===== config.mk =====
export PLATFORM = sky130hd
export DESIGN_NAME = wsw_top
export DESIGN_NICKNAME = d
export VERILOG_FILES = /design/src/verilog/wsw_pkg.sv /design/src/verilog/wsw_wdt_timer.sv /design/src/verilog/wsw_ost_timer.sv /design/src/verilog/wsw_top.sv
export SDC_FILE = /design/constraint.sdc
export NUM_CORES = 1
export LEC_CHECK = 0
export ABC_AREA = 1
export ABC_CLOCK_PERIOD_IN_PS = 3700
export BUFFER_PORTS_ARGS = -buffer_cell sky130_fd_sc_hd__buf_2
export CAP_MARGIN = 25
export CORE_ASPECT_RATIO = 0.9
export CORE_MARGIN = 2
export CORE_UTILIZATION = 31
export CTS_BUF_LIST = sky130_fd_sc_hd__clkbuf_2
export DETAILED_ROUTE_END_ITERATION = 8
export PLACE_DENSITY = 0.57
export SYNTH_ARGS = -nofsm -noshare
export SYNTH_HDL_FRONTEND = slang
export SYNTH_SLANG_ARGS = --single-unit

===== constraint.sdc =====
create_clock -name clk_sys -period 3.7 [get_ports clk_sys]
set_input_delay 0.185 -clock clk_sys [delete_from_list [all_inputs] [get_ports clk_sys]]
set_output_delay 0.185 -clock clk_sys [all_outputs]
set_load 0.1 [all_outputs]

===== src/verilog/wsw_pkg.sv =====
// Purpose: Shared constants and types of the watchdog, sleep and wake-up block.
// Assumes: clk_sys runs at 100 MHz; registers are reached over AHB-Lite.
// Notes:   Byte addresses of the option and configuration registers are four times their index.
`default_nettype none
package wsw_pkg;
    // Clock and time figures.
    localparam int unsigned WSW_CLK_PERIOD_NS  = 10;
    localparam int unsigned WSW_WDT_PERIOD_MS  = 18;
    localparam int unsigned WSW_WDT_BASE_CYC   = WSW_WDT_PERIOD_MS * 1000000 / WSW_CLK_PERIOD_NS;
    localparam int unsigned WSW_OSC_PERIOD_NS  = 10;
    localparam int unsigned WSW_OST_TOSC       = 1024;
    localparam int unsigned WSW_OST_CYC        = (WSW_OST_TOSC * WSW_OSC_PERIOD_NS + WSW_CLK_PERIOD_NS - 1)
                                                 / WSW_CLK_PERIOD_NS;
    localparam logic [10:0] WSW_OST_LAST       = 11'(WSW_OST_CYC - 1);

    // Register indices and byte addresses.
    localparam logic [15:0] WSW_OPTION_IDX     = 16'h0081;
    localparam logic [15:0] WSW_CONFIG_IDX     = 16'h2007;
    localparam logic [15:0] WSW_OPTION_ADDR    = 16'(WSW_OPTION_IDX * 4);
    localparam logic [15:0] WSW_CONFIG_ADDR    = 16'(WSW_CONFIG_IDX * 4);
    localparam logic [15:0] WSW_CORE_STS_ADDR  = 16'h0000;
    localparam logic [15:0] WSW_IRQ_STS_ADDR   = 16'h0004;
    localparam logic [15:0] WSW_IRQ_CLR_ADDR   = 16'h0008;
    localparam logic [15:0] WSW_IRQ_EN_ADDR    = 16'h000c;

    // Field positions.
    localparam int unsigned WSW_OPT_PRE_BIT    = 3;
    localparam int unsigned WSW_CFG_WEN_BIT    = 3;
    localparam logic [2:0]  WSW_FOSC_HS        = 3'h2;
    localparam int unsigned WSW_EV_WDT_RESET   = 0;
    localparam int unsigned WSW_EV_WDT_WAKE    = 1;
    localparam int unsigned WSW_EV_IRQ_WAKE    = 2;

    // Values after reset.
    localparam logic [7:0]  WSW_OPTION_RST     = 8'hff;
    localparam logic [2:0]  WSW_IRQ_RST        = 3'h0;

    // Power states, one-hot.
    typedef enum logic [2:0] {
        WSW_RUN   = 3'b001,
        WSW_SLEEP = 3'b010,
        WSW_START = 3'b100
    } wsw_state_e;

    // Last prescaler count for a ratio of one in two to the power of sel.
    function automatic logic [7:0] wsw_ratio_last(input logic [2:0] sel);
        wsw_ratio_last = 8'((9'h001 << sel) - 9'h001);
    endfunction
endpackage : wsw_pkg
`default_nettype wire


===== src/verilog/wsw_wdt_timer.sv =====
// Purpose: Watchdog counter with optional prescaler, paced by a free-running base divider.
// Assumes: The base divider stands for the dedicated RC oscillator and never stops.
// Notes:   expire is a one-cycle pulse; the counter restarts by itself after it.
`default_nettype none
module wsw_wdt_timer #(
    parameter int unsigned BASE_CYCLES = wsw_pkg::WSW_WDT_BASE_CYC
) (
    // Clock and reset.
    input  wire logic       clk_sys,
    input  wire logic       rst,
    // Control.
    input  wire logic       enable,
    input  wire logic       clear,
    input  wire logic       prescale_to_wdt,
    input  wire logic [2:0] ratio_sel,
    // Result.
    output logic            expire
);
    import wsw_pkg::*;

    typedef struct packed {
        logic [31:0] base_cnt;
        logic [7:0]  pre_cnt;
        logic        expire;
    } wsw_wdt_s;

    wsw_wdt_s s_reg;
    wsw_wdt_s s_next;

    // Counts base periods, then prescaler steps, independent of the main oscillator.
    always_comb
    begin
        s_next        = s_reg;
        s_next.expire = 1'b0;
        if (!enable || clear)
        begin
            s_next.base_cnt = 32'h0;
            s_next.pre_cnt  = 8'h0;
        end
        else if (s_reg.base_cnt == 32'(BASE_CYCLES - 1))
        begin
            s_next.base_cnt = 32'h0;
            if (!prescale_to_wdt || s_reg.pre_cnt == wsw_ratio_last(ratio_sel))
            begin
                s_next.pre_cnt = 8'h0;
                s_next.expire  = 1'b1;
            end
            else
            begin
                s_next.pre_cnt = s_reg.pre_cnt + 8'h01;
            end
        end
        else
        begin
            s_next.base_cnt = s_reg.base_cnt + 32'h1;
        end
    end

    // State register.
    always_ff @(posedge clk_sys or posedge rst)
    begin
        if (rst)
            s_reg <= '0;
        else
            s_reg <= s_next;
    end

    assign expire = s_reg.expire;
endmodule : wsw_wdt_timer
`default_nettype wire


===== src/verilog/wsw_ost_timer.sv =====
// Purpose: Oscillator start-up timer run after a wake event in crystal modes.
// Assumes: start is a one-cycle pulse.
// Notes:   done pulses once, the configured number of cycles after start.
`default_nettype none
module wsw_ost_timer (
    // Clock and reset.
    input  wire logic clk_sys,
    input  wire logic rst,
    // Control.
    input  wire logic start,
    output logic      done
);
    import wsw_pkg::*;

    typedef struct packed {
        logic        busy;
        logic [10:0] cnt;
        logic        done;
    } wsw_ost_s;

    wsw_ost_s s_reg;
    wsw_ost_s s_next;

    // Counts the start-up wait and flags its end.
    always_comb
    begin
        s_next      = s_reg;
        s_next.done = 1'b0;
        if (start)
        begin
            s_next.busy = 1'b1;
            s_next.cnt  = 11'h0;
        end
        else if (s_reg.busy)
        begin
            if (s_reg.cnt == WSW_OST_LAST)
            begin
                s_next.busy = 1'b0;
                s_next.done = 1'b1;
            end
            else
            begin
                s_next.cnt = s_reg.cnt + 11'h001;
            end
        end
    end

    // State register.
    always_ff @(posedge clk_sys or posedge rst)
    begin
        if (rst)
            s_reg <= '0;
        else
            s_reg <= s_next;
    end

    assign done = s_reg.done;
endmodule : wsw_ost_timer
`default_nettype wire


===== src/verilog/wsw_top.sv =====
// Purpose: Watchdog, power-down control and wake-up sequencing with an AHB-Lite register slave.
// Assumes: Core strobes are one-cycle pulses synchronous to clk_sys; rst is the power-up reset.
// Notes:   The watchdog never drives the master-clear pin; its reset request leaves on device_reset only.
`default_nettype none
// Overview of operation
// - Watchdog paced by its own free oscillator.
// - Expiry while running forces device reset.
// - Expiry while asleep wakes and continues.
// - Enable fuse zero disables watchdog forever.
// - Base time-out about 18 ms.
// - Option register assigns prescaler up to 1:128.
// - Clear and sleep instructions clear watchdog.
// - Expiry clears the time-out flag.
// - Sleep entry clears, flags, stops oscillator, holds pins.
// - Watchdog reset never drives master-clear pin.
// - Wake on master-clear, watchdog or interrupt.
// - Power-down flag set at power-up, cleared by sleep.
// - Sleep execution prefetches the next instruction.
// - Enabled interrupt wakes regardless of global enable.
// - After interrupt wake, next instruction, maybe vector.
// - Pending enabled interrupt makes sleep wake immediately.
// - Any wake-up clears the watchdog.
// - Crystal modes wait 1024 oscillator periods after wake; the code skips this wait on a master-clear wake.
module wsw_top #(
    parameter int unsigned WDT_BASE_CYCLES = wsw_pkg::WSW_WDT_BASE_CYC
) (
    // Clock and reset.
    input  wire logic        clk_sys,
    input  wire logic        rst,
    // AHB-Lite slave.
    input  wire logic        hsel,
    input  wire logic [31:0] haddr,
    input  wire logic [1:0]  htrans,
    input  wire logic        hwrite,
    input  wire logic [2:0]  hsize,
    input  wire logic        hready,
    input  wire logic [31:0] hwdata,
    output logic [31:0]      hrdata,
    output logic             hreadyout,
    output logic             hresp,
    // Core instruction decode.
    input  wire logic        clear_watchdog_instruction,
    input  wire logic        sleep_instruction,
    // Interrupt logic.
    input  wire logic [7:0]  irq_flags,
    input  wire logic [7:0]  irq_enables,
    input  wire logic        global_interrupt_enable,
    // Pins and configuration.
    input  wire logic        master_clear_pin_n,
    input  wire logic [7:0]  config_word,
    // Core and reset control.
    output logic             device_reset,
    output logic             timeout_status_flag_n,
    output logic             powerdown_status_flag_n,
    output logic             osc_driver_en,
    output logic             io_hold,
    output logic             core_halt,
    output logic             prefetch_next,
    output logic             resume_exec,
    output logic             vector_after_next,
    // Interrupt to the system.
    output logic             irq
);
    import wsw_pkg::*;

    typedef struct packed {
        wsw_state_e  state;
        logic [7:0]  option;
        logic        to_n;
        logic        pwr_n;
        logic        int_wake;
        logic [2:0]  irq_sts;
        logic [2:0]  irq_en;
        logic        wr_pend;
        logic [15:0] wr_addr;
        logic [31:0] rdata;
        logic        dev_rst;
        logic        resume;
        logic        vector;
        logic        prefetch;
    } wsw_top_s;

    wsw_top_s   s_reg;
    wsw_top_s   s_next;
    logic       wdt_enable;
    logic       wdt_clear;
    logic       wdt_expire;
    logic       ost_start;
    logic       ost_done;
    logic       crystal_mode;
    logic       irq_pending;
    logic       pin_rst;
    logic       addr_phase;
    logic [2:0] ev_set;
    logic [2:0] ev_clr;

    // Configuration decode; the fuse alone enables the watchdog.
    assign wdt_enable   = config_word[WSW_CFG_WEN_BIT];
    assign crystal_mode = config_word[2:0] <= WSW_FOSC_HS;
    assign irq_pending  = |(irq_flags & irq_enables);
    assign pin_rst      = !master_clear_pin_n;
    assign addr_phase   = hsel && htrans[1] && hready;

    // Watchdog counter and prescaler.
    wsw_wdt_timer #(
        .BASE_CYCLES     (WDT_BASE_CYCLES)
    ) u_wdt (
        .clk_sys         (clk_sys),
        .rst             (rst),
        .enable          (wdt_enable),
        .clear           (wdt_clear),
        .prescale_to_wdt (s_reg.option[WSW_OPT_PRE_BIT]),
        .ratio_sel       (s_reg.option[2:0]),
        .expire          (wdt_expire)
    );

    // Oscillator start-up timer.
    wsw_ost_timer u_ost (
        .clk_sys         (clk_sys),
        .rst             (rst),
        .start           (ost_start),
        .done            (ost_done)
    );

    // Power sequencing, status flags, events and the register slave.
    always_comb
    begin
        s_next          = s_reg;
        s_next.dev_rst  = 1'b0;
        s_next.resume   = 1'b0;
        s_next.vector   = 1'b0;
        s_next.prefetch = 1'b0;
        wdt_clear       = 1'b0;
        ost_start       = 1'b0;
        ev_set          = 3'h0;
        ev_clr          = 3'h0;

        case (s_reg.state)
            WSW_RUN:
            begin
                if (clear_watchdog_instruction)
                begin
                    wdt_clear   = 1'b1;
                    s_next.to_n = 1'b1;
                    s_next.pwr_n = 1'b1;
                end
                else if (sleep_instruction)
                begin
                    wdt_clear       = 1'b1;
                    s_next.pwr_n    = 1'b0;
                    s_next.to_n     = 1'b1;
                    s_next.prefetch = 1'b1;
                    if (irq_pending)
                    begin
                        // Sleep completes, then the pending source wakes at once.
                        s_next.resume = 1'b1;
                        s_next.vector = global_interrupt_enable;
                        ev_set[WSW_EV_IRQ_WAKE] = 1'b1;
                    end
                    else
                    begin
                        s_next.state = WSW_SLEEP;
                    end
                end
                else if (wdt_expire)
                begin
                    // Internal reset only; the master-clear pin stays an input.
                    s_next.dev_rst = 1'b1;
                    s_next.to_n    = 1'b0;
                    s_next.option  = WSW_OPTION_RST;
                    ev_set[WSW_EV_WDT_RESET] = 1'b1;
                end
            end
            WSW_SLEEP:
            begin
                if (wdt_expire || irq_pending)
                begin
                    wdt_clear       = 1'b1;
                    s_next.int_wake = !wdt_expire;
                    if (wdt_expire)
                    begin
                        s_next.to_n = 1'b0;
                        ev_set[WSW_EV_WDT_WAKE] = 1'b1;
                    end
                    else
                    begin
                        ev_set[WSW_EV_IRQ_WAKE] = 1'b1;
                    end
                    if (crystal_mode)
                    begin
                        ost_start    = 1'b1;
                        s_next.state = WSW_START;
                    end
                    else
                    begin
                        s_next.state  = WSW_RUN;
                        s_next.resume = 1'b1;
                        s_next.vector = !wdt_expire && global_interrupt_enable;
                    end
                end
            end
            WSW_START:
            begin
                if (ost_done)
                begin
                    s_next.state  = WSW_RUN;
                    s_next.resume = 1'b1;
                    s_next.vector = s_reg.int_wake && global_interrupt_enable;
                end
            end
            default:
            begin
                s_next.state = WSW_RUN;
            end
        endcase

        // Master-clear resets the device from any state, asleep or not.
        if (pin_rst)
        begin
            s_next.state    = WSW_RUN;
            s_next.dev_rst  = 1'b1;
            s_next.option   = WSW_OPTION_RST;
            s_next.resume   = 1'b0;
            s_next.vector   = 1'b0;
            s_next.prefetch = 1'b0;
            wdt_clear       = 1'b1;
        end

        // Data phase of a write takes hwdata.
        if (s_reg.wr_pend)
        begin
            case (s_reg.wr_addr)
                WSW_OPTION_ADDR:
                begin
                    if (!pin_rst && !s_next.dev_rst)
                        s_next.option = hwdata[7:0];
                end
                WSW_IRQ_CLR_ADDR:
                begin
                    ev_clr = hwdata[2:0];
                end
                WSW_IRQ_EN_ADDR:
                begin
                    s_next.irq_en = hwdata[2:0];
                end
                default:
                begin
                    ev_clr = 3'h0;
                end
            endcase
        end

        // Sticky events; a set in the clearing cycle wins.
        s_next.irq_sts = (s_reg.irq_sts & ~ev_clr) | ev_set;

        // Address phase: latch writes, capture read data for the next cycle.
        s_next.wr_pend = addr_phase && hwrite;
        s_next.wr_addr = haddr[15:0];
        if (addr_phase && !hwrite)
        begin
            case (haddr[15:0])
                WSW_CORE_STS_ADDR:
                    s_next.rdata = {27'h0, wdt_enable, osc_driver_en, core_halt, s_reg.pwr_n, s_reg.to_n};
                WSW_IRQ_STS_ADDR:
                    s_next.rdata = {29'h0, s_reg.irq_sts};
                WSW_IRQ_EN_ADDR:
                    s_next.rdata = {29'h0, s_reg.irq_en};
                WSW_OPTION_ADDR:
                    s_next.rdata = {24'h0, s_reg.option};
                WSW_CONFIG_ADDR:
                    s_next.rdata = {24'h0, config_word};
                default:
                    s_next.rdata = 32'h0;
            endcase
        end
    end

    // State register; power-up sets both status flags.
    always_ff @(posedge clk_sys or posedge rst)
    begin
        if (rst)
        begin
            s_reg          <= '0;
            s_reg.state    <= WSW_RUN;
            s_reg.option   <= WSW_OPTION_RST;
            s_reg.to_n     <= 1'b1;
            s_reg.pwr_n    <= 1'b1;
            s_reg.irq_sts  <= WSW_IRQ_RST;
            s_reg.irq_en   <= WSW_IRQ_RST;
        end
        else
        begin
            s_reg <= s_next;
        end
    end

    // Outputs to the core, the pins and the bus.
    assign device_reset            = s_reg.dev_rst;
    assign timeout_status_flag_n   = s_reg.to_n;
    assign powerdown_status_flag_n = s_reg.pwr_n;
    assign osc_driver_en           = s_reg.state != WSW_SLEEP;
    assign io_hold                 = s_reg.state != WSW_RUN;
    assign core_halt               = s_reg.state != WSW_RUN;
    assign prefetch_next           = s_reg.prefetch;
    assign resume_exec             = s_reg.resume;
    assign vector_after_next       = s_reg.vector;
    assign irq                     = |(s_reg.irq_sts & s_reg.irq_en);
    assign hrdata                  = s_reg.rdata;
    assign hreadyout               = 1'b1;
    assign hresp                   = 1'b0;
endmodule : wsw_top
`default_nettype wire


Word level (Yosys, flattened, before mapping)
Cells that the tools add are included.
{"block": "totals", "ff_bits": 127, "inputBits": 102, "out_inout_bits": 44}
{"block": "op_classes", "addsub": 4, "n_lt_le_gt_ge": 1, "eq_ne": 24, "shift": 1, "n_mux": 64, "bitwise_logic": 5, "n_reduce_logical": 28}
{"cell": "$eq A16 B4 Y1 const B", "count": 3}
{"cell": "$mux W8", "count": 6}
{"cell": "$mux W40", "count": 1}
{"cell": "$pmux W8 S5", "count": 1}
{"cell": "$mux W11", "count": 3}
{"cell": "$add A32 B1 Y32 const B", "count": 1}
{"cell": "$eq A16 B10 Y1 const B", "count": 2}
{"cell": "$eq A32 B21 Y1 const B", "count": 1}
{"cell": "$mux W32", "count": 1}
{"cell": "$mux W1", "count": 27}
{"cell": "$mux W3", "count": 8}
{"cell": "$mux W9", "count": 2}
{"cell": "$eq A16 B16 Y1 const B", "count": 1}
{"cell": "$eq A16 B3 Y1 const B", "count": 1}
{"cell": "$logic_not A16 Y1", "count": 1}
{"cell": "$mux W13", "count": 1}
{"cell": "$mux W12", "count": 1}
{"cell": "$mux W2", "count": 6}
{"cell": "$ne A3 B3 Y1 const B", "count": 4}
{"cell": "$add A11 B1 Y11 const B", "count": 1}
{"cell": "$eq A11 B10 Y1 const B", "count": 1}
{"cell": "$pmux W3 S3", "count": 1}
{"cell": "$add A8 B1 Y8 const B", "count": 1}
{"cell": "$and A8 B8 Y8", "count": 1}
{"cell": "27 further kinds", "count": 51}

Longest topological paths before layout
Gate-level depths: netlist of the first run.
{"block": "logic_depth", "depth_word": 12, "ltp_mapped": 11, "mapped_depth_nobuf": 11}

By module
Synthesis of the first run repeated with hierarchy kept, for this count alone.
{"block": "unflattened", "cells_unflattened": 844, "area_unflattened_um2": 6219.7}
{"mod": "wsw_wdt_timer", "n_inst": 1, "cells_each": 396, "area_per_inst_um2": 2736.4, "seq_area_each_um2": 1026.0}
{"mod": "wsw_top", "n_inst": 1, "cells_each": 347, "area_per_inst_um2": 2720.1, "seq_area_each_um2": 1239.9}
{"mod": "wsw_ost_timer", "n_inst": 1, "cells_each": 101, "area_per_inst_um2": 763.2, "seq_area_each_um2": 325.3}

Worst setup path before layout of the first run
No wires, ideal clock.
{"block": "synth_path", "kind": "register to register", "from": "register s_reg[70] (netlist bit)", "to": "register u_wdt.s_reg[12] (netlist bit)", "setup_ns": 0.121, "arrival_ns": 1.963, "t_required_ns": 3.579, "slack_ns": 1.617, "stages_incl_launch_ff": 11, "path_buffers": 1, "cell_sequence": "dfstp_2 nand3_2 inv_2 o21ai_2 nand2_2 inv_2 nand2_8 inv_8 nand2_8 buf_12 nor2_2"}
{"item": "from (decl)", "line": "wsw_top.sv:83", "rtl": "wsw_top_s s_reg;"}
{"item": "from (signal assigned)", "line": "wsw_top.sv:293", "rtl": "s_reg <= s_next;"}
{"item": "to (signal assigned)", "line": "wsw_wdt_timer.sv:65", "rtl": "s_reg <= s_next;"}
{"item": "to (decl)", "line": "wsw_wdt_timer.sv:27", "rtl": "wsw_wdt_s s_reg;"}

Worst setup path after layout of the first run
{"block": "layout_path", "from": "register s_reg[72] (netlist bit)", "to": "output port osc_driver_en"}
{"block": "layout_via", "elab_chain_cells": 1}
{"item": "$ne A3 B2 Y1", "line": "wsw_top.sv:301", "rtl": "assign osc_driver_en = s_reg.state != WSW_SLEEP;"}
{"item": "to (decl)", "line": "wsw_top.sv:55", "rtl": "output logic osc_driver_en,"}
Every way passes these cells.

==> out/qor.yml, run 1 <==
antenna_found_initial: 1
hold_viol: 0
regArea_sq_um: 2590
vias: 5238
crit_chain: "nor3_4 -> inv_2 -> buf_2"
p_per_area_nw_per_um2: 366
grt_pass1_wl_mm: 24.3
numPortBuffers: 75
synth_cell_types: 50
worstHoldPathType: "input port to flip-flop"
yosys.area_share.xor_xnor_pct: 5.07
coreArea_sq_um: 19200
synth_top_family_by_area: "simple AND/OR/NAND/NOR gates"
cp-end-kind: "output port"
required_ns: 3.51
num_rows: 48
place.gp.congestion: 0.870
worstHoldStart: "irq_enables[3]"
dp_hpwl_mm: 10.8
die_h_microns: 137
clk_latency_ns: 0.61
ant_nets: 0
m1WireLength_mm: 7.53
layout.cells.most_common_list: "173 x nand2_1, 109 x nor2_1, 92 x dfrtp_1, 81 x inv_1, 76 x nand3_1"
ir_drop_uv: 418
cp.arrival_ns: 2.03
cts_tree: "yes"
post-route-period-util_pct: 59.8
synth_compound_area_share_pct: 4.82
htreeDepth: 3
clk_pin_slew_ns: 0.26
critPathSlowestCell: "dfrtp_1"
worst_slack_ns: 1.49
max_stage_delay_ns: 0.48
worst_slew_pin_slew_ns: 0.763
grt_setup_unrepaired: "no"
drtIter0Drc: 378
wl_mm: 14.6
track_usage_pct: 15.0
ys_seq_area_share_pct: 42.8
setup_violations: 0
fill_cells: 1974
fin_skew_ns: 0.0191
dieWidth_microns: 151
clock-root-buffer: "clkbuf_2"
largest_reg_flops: 40
pin_count: 146
route.detailed.drc: 0
r2r_start: "s_reg[72]"
leakage_nw: 3.34
dr.pass1.iters: 8
layout.nets: 1001
routed.top_layer: "met4"
cts.sinks: 103
min_to: "s_reg[71]"
cap_violations: 0
slew_viol_final: 0
wl_per_cell_microns: 12.7
ys.flop_type: "dfrtp_1"
yosysWarnings: 0
criticalPathCategory: "flip-flop to output port"
regToRegSetupSlack_ns: 1.67
final_common_cell: "nand2_1"
synth_mux_area_share_pct: 0
worstHoldPathCells: 8
synthAdderAreaFrac_pct: 0.620
synthCells: 786
area_growth_pct: 16.6
yosys.area_share.simple_pct: 35.1
route.met3.wl_microns: 549
multiInputGateArea_sq_um: 2860
overflow: 0
grt_pass1_vias: 4925
tns_ns: 0
place_ws_ns: 1.88
status: "complete, no violations"
slew_headroom_pct: 49.0
crit_buf_inv: 2
grt_max_degree: 77
synthArstFlopShare_pct: 100
rr_worst_depth: 6
synth-seq-cells: 103
start_util_pct: 31.6
critPathTopFamily: "buffers and inverters"
r2r-end: "vector_after_next"
drive_above_1_share_pct: 16.8
startpoint_type: "flip-flop"
synth_edf_count: 0
numCtsBuffers: 9
die-area_sq_um: 20700
period_needed_ns: 2.21
max_freq_ghz: 0.452
dr_wl_met2_mm: 6.35
cp_max_fo: 8
syn_area_sq_um: 6050
clock_path_buffers: 2
avgSynthCellArea_sq_um: 7.70
vias_per_cell: 4.55
## worst max-delay path by stage
| stage | startpoint | to | slack (ns) | cells past startpoint |
|---|---|---|---|---|
| after detailed placement | u_ost.s_reg[1] | u_ost.s_reg[1] | 1.88 | 9 |
| after floorplan | rst | device_reset | 0.83 | 1 |
| final | s_reg[72] | osc_driver_en | 1.49 | 3 |
| after global placement | u_ost.s_reg[1] | u_ost.s_reg[1] | 1.91 | 9 |
| after global routing | s_reg[72] | osc_driver_en | 1.33 | 3 |
| after CTS | s_reg[72] | osc_driver_en | 1.44 | 3 |
## power by group
part / switching [mW] / leakage [nW] / total (mW) / internal (mW)
logic: 0.621 / 1.99 / 0.829 / 0.208
registers: 0.0725 / 1.30 / 1.29 / 1.22
clock network: 0.388 / 0.0504 / 0.469 / 0.0814
## cell families after synthesis
kind of cell | count (synthesis)
simple gates | 451
buf+inv | 139
flops | 103
compound gates | 53
xor+xnor | 35
fa+ha+maj | 3
other cells | 2
## final cells by class
type,count,share of cell area (%)
Timing Repair Buffer,121,12.0
Tap cell,250,4.43
Clock inverter,7,0.567
Clock buffer,9,0.638
Inverter,93,5.11
Sequential cell,103,36.7
Antenna cell,1,0.0355
Multi-Input combinational cell,568,40.5
## synthesized netlist by cell type, types with 13 or more instances
master     n  area, sq um
xor2_1    27          236
dfrtp_1   92         2300
nand3_1   76          380
nor2_2    13         81.3
buf_4     35          263
nor3_1    19         95.1
o21ai_0   24          120
nand4_1   26          163
nor2_1   109          409
inv_1     82          308
a21oi_1   15         75.1
nand2_1  173          649
## worst register-to-register path, stage by stage (launching register included)
cell	delay, ns
dfrtp_1	0.48
nor3_4	0.45
inv_2	0.16
nand2_1	0.11
o211ai_1	0.08
dlygate4sd3_1	0.57
a21oi_1	0.13
## routing by layer
metal  global-route usage, %  vias to the layer above
li1                        -                     2678
met1                    22.0                     2424
met2                    22.2                      120
met3                    3.40                       16
met4                    4.36                        0
met5                       0                        -
## through the flow
| step | util, % | hold WS (ns) | total power, mW | instance area [sq um] | instances |
|---|---|---|---|---|---|
| finish | 36.8 | 0.0587 | 2.59 | 7060 | 1152 |
| global route | 36.8 | 0.0420 | 2.75 | 7060 | 1152 |
| CTS | 36.6 | 0.000186 | 2.62 | 7020 | 1149 |
| detailed placement | 34.0 | 0.310 | 2.10 | 6510 | 1091 |
| global placement | 34.0 | 0.309 | 2.09 | 6510 | 1091 |
| floorplan | - | 0.216 | 1.98 | 6140 | 810 |
## repair_timing
item,in CTS,in global routing
buffers inserted,0,0
resized for setup,0,0
hold endpoints to repair,115,14
hold buffers,42,1
endpoints found under the setup margin,0,0
Power figures use the tool's default switching activity.
==> inputs of run 2 (changes only) <==
- ABC_AREA: 1 -> 0
- ABC_CLOCK_PERIOD_IN_PS: 3700 -> 2000
- PLACE_DENSITY: 0.57 -> 0.6
- clock period: 3.7 -> 2 ns (I/O delays scaled with it)
==> run 2 against run 1 <==
Effect of this change: critical path depth grew 3; worst setup slack lost 1.5 ns; global-route usage down 0.91 points; design area down 1.3%; sequential cell count stayed put; highest routed layer unchanged; area after synthesis shrank 10%; clock skew is 0.0092 ns higher; register-to-register slack worse by 1.7 ns; synthesized cell count down 30%; largest power group unchanged; wire length is 12% lower; clock power up 92%; sequential power rose by 65%.
==> out/qor.yml, run 2 <==
criticalPathCategory: "flip-flop to flip-flop"
start_util_pct: 32.0  # +0.40 points
hold_viol: 0  # unchanged
startpoint_type: "flip-flop"
max_stage_delay_ns: 0.48  # about the same
critPathSlowestCell: "dfrtp_1"
final_common_cell: "dfrtp_1"
synth_top_area_cell: "dfrtp_1"
htreeDepth: 3  # unchanged
synth_mux_area_share_pct: 2.46  # +2.5 points
wl_mm: 12.8  # -12%
critPathTopFamily: "simple AND/OR/NAND/NOR gates"
synth.most_common_cell: "dfrtp_1"
post-route-period-util_pct: 99.4
die_h_microns: 130  # -5.0%
status: "complete, no violations"
synth-seq-cells: 103  # unchanged
finalPower_mw: 3.61  # +40%
synth_edf_count: 0  # unchanged
dp.cells: 866  # -21%
vias: 4452  # -15%
wl_per_cell_microns: 13.6  # +7.0%
synth.area.top_cells: "dfrtp_1 42%, dfstp_2 5.3%, buf_4 5.0%"
clk_latency_ns: 0.59  # -0.02 ns
cap_violations: 0  # unchanged
p_per_area_nw_per_um2: 519  # +42%
yosysTopAreaCellShare_pct: 42.3  # +4.3 points
ys_seq_area_share_pct: 47.6  # +4.8 points
grt_max_degree: 49  # -36%
overflow: 0  # unchanged
yosysWarnings: 0  # unchanged
grt_pass1_vias: 4210  # -15%
fill_cells: 1709  # -13%
whs_ns: 0.0939  # +0.0352 ns
layout.nets: 810  # -19%
drive_above_1_share_pct: 25.5  # +8.7 points
worst_slack_ns: 0.0116  # -1.48 ns
syn_area_sq_um: 5440  # -10%
synth_cell_types: 68  # +36%
vias_per_cell: 4.71  # +3.5%
yosys.area_share.xor_xnor_pct: 5.47  # +0.41 points
dp_hpwl_mm: 8.71  # -19%
pin_count: 146  # unchanged
worstHoldPathType: "input port to flip-flop"
synthAdderAreaFrac_pct: 0.690  # +0.070 points
ir_drop_uv: 255  # -39%
design_area_sq_um: 6960  # -1.3%
dieWidth_microns: 144  # -5.1%
cts_tree: "yes"
yosys-top-cells-count: "92 x dfrtp_1, 60 x nor2_1, 50 x nand2_1"
numCtsBuffers: 9  # unchanged
clock-root-buffer: "clkbuf_2"
required_ns: 2.50  # -1.01 ns
synth_top_family_by_area: "simple AND/OR/NAND/NOR gates"
grt_pass1_wl_mm: 21.0  # -14%
antenna_found_initial: 1  # unchanged
cp-end-kind: "flip-flop"
synthCells: 554  # -30%
place.gp.congestion: 0.769  # -12%
dpl-instance-area_sq_um: 6110  # -6.2%
num_rows: 45  # -6.3%
drtIter0Drc: 283  # -25%
fin_cells: 946  # -18%
coreArea_sq_um: 17000  # -11%
slew_headroom_pct: 65.9  # +17 points
grt_setup_unrepaired: "yes"
crit_buf_inv: 1  # -1
ys.flop_type: "dfrtp_1"
route.detailed.drc: 0  # unchanged
synthArstFlopShare_pct: 100  # unchanged
cp.arrival_ns: 2.49  # +0.46 ns
cts.sinks: 103  # unchanged
fin_skew_ns: 0.0283  # +0.00917 ns
setup_violations: 0  # unchanged
max_freq_ghz: 0.503
avgSynthCellArea_sq_um: 9.82  # +28%
track_usage_pct: 14.1  # -0.91 points
clk_pin_slew_ns: 0.29  # +0.03 ns
period_needed_ns: 1.99
crit_chain: "nor4bb_1 -> nand4_1 -> buf_4 -> nor4_4 -> nand3_4 -> o31ai_2"
worst_slew_pin_slew_ns: 0.515  # -0.248 ns
area_growth_pct: 28.0
clock_path_buffers: 2  # unchanged
layout.cells.most_common_list: "91 x dfrtp_1, 71 x buf_2, 59 x nor2_1, 50 x nand2_1, 48 x dlygate4sd3_1"
synth_compound_area_share_pct: 12.1  # +7.3 points
slew_viol_final: 0  # unchanged
dr.pass1.iters: 5  # -3
final_core_util_pct: 40.9  # +4.1 points
leakage_nw: 3.08  # -7.9%
yosys.area_share.simple_pct: 23.2  # -12 points
place_ws_ns: 0.00279  # -1.88 ns
largest_reg_flops: 40  # unchanged
cp_max_fo: 8  # unchanged
numPortBuffers: 75  # unchanged
tns_ns: 0  # unchanged
die-area_sq_um: 18600  # -9.8%
ant_nets: 0  # unchanged
run 2: cell count changes in the layout (fill, tap and decap cells not counted), sizes merged, moves of 43 or more:
cell / delta
inv: -70
nor2: -66
nand3: -55
buf: +43
nand2: -132
run 2: metal layers:
metal	share of wire, %	global-route usage (%)
met1	48	20.2
met2	46	21.4
met3	4.6	3.44
met4	1.6	3.92
met5	0	0
run 2: final timing paths:
path | from | to | slack (ns) | cells after the start
worst max-delay path | u_wdt.s_reg[36] | u_wdt.s_reg[6] | 0.01 | 6
worst max register to register | u_wdt.s_reg[36] | u_wdt.s_reg[6] | 0.01 | 6
worst min register to register | u_ost.s_reg[11] | u_ost.done | 0.50 | 1
max in group asynchronous | rst | s_reg[65] | 0.75 | 5
worst min-delay path | irq_flags[5] | s_reg[59] | 0.09 | 5
min in group asynchronous | rst | u_wdt.s_reg[13] | 0.59 | 4
run 2: cells by family (layout without fill, tap and decap cells):
group | after synthesis | count (layout)
XOR/XNOR | 34 | 34
other | 2 | 27
AND/OR/NAND/NOR | 228 | 228
AO/OA/AOI/OAI | 98 | 98
buffers and inverters | 73 | 205
flip-flops | 103 | 103
adder cells (fa/ha/maj) | 3 | 3
multiplexers | 13 | 13
run 2: area by class of cell:
class / count / area (sq um) / share of cell area [%]
diodes: 1 / 2.50 / 0.0359
clock buffers: 9 / 45.0 / 0.647
clock inverters: 7 / 56.3 / 0.809
inverters: 20 / 86.3 / 1.24
multi-input cells: 402 / 2580 / 37.1
flip-flops and latches: 103 / 2590 / 37.2
well taps: 235 / 294 / 4.22
repair buffers: 169 / 1300 / 18.7
run 2: power by group:
group	switching, mW	leakage [nW]	total (mW)	internal [mW]
Sequential	0.0142	1.29	2.13	2.12
Combinational	0.422	1.73	0.580	0.158
Clock	0.720	0.0585	0.900	0.180
Total	1.16	3.08	3.61	2.46
run 2: tightest hold or removal path, cell delays in order:
cell and delay (ns):
buf_2 0.07, a22oi_1 0.07, and4_4 0.18, nor2_1 0.12, o21a_1 0.12
run 2: timing repair:
item	CTS	global route
buffers inserted	5	10
hold buffers	48	0
gates resized for setup	12	25
setup endpoints to repair	7	54
gates cloned	0	0
hold endpoints to repair	141	0
pin swaps	2	9
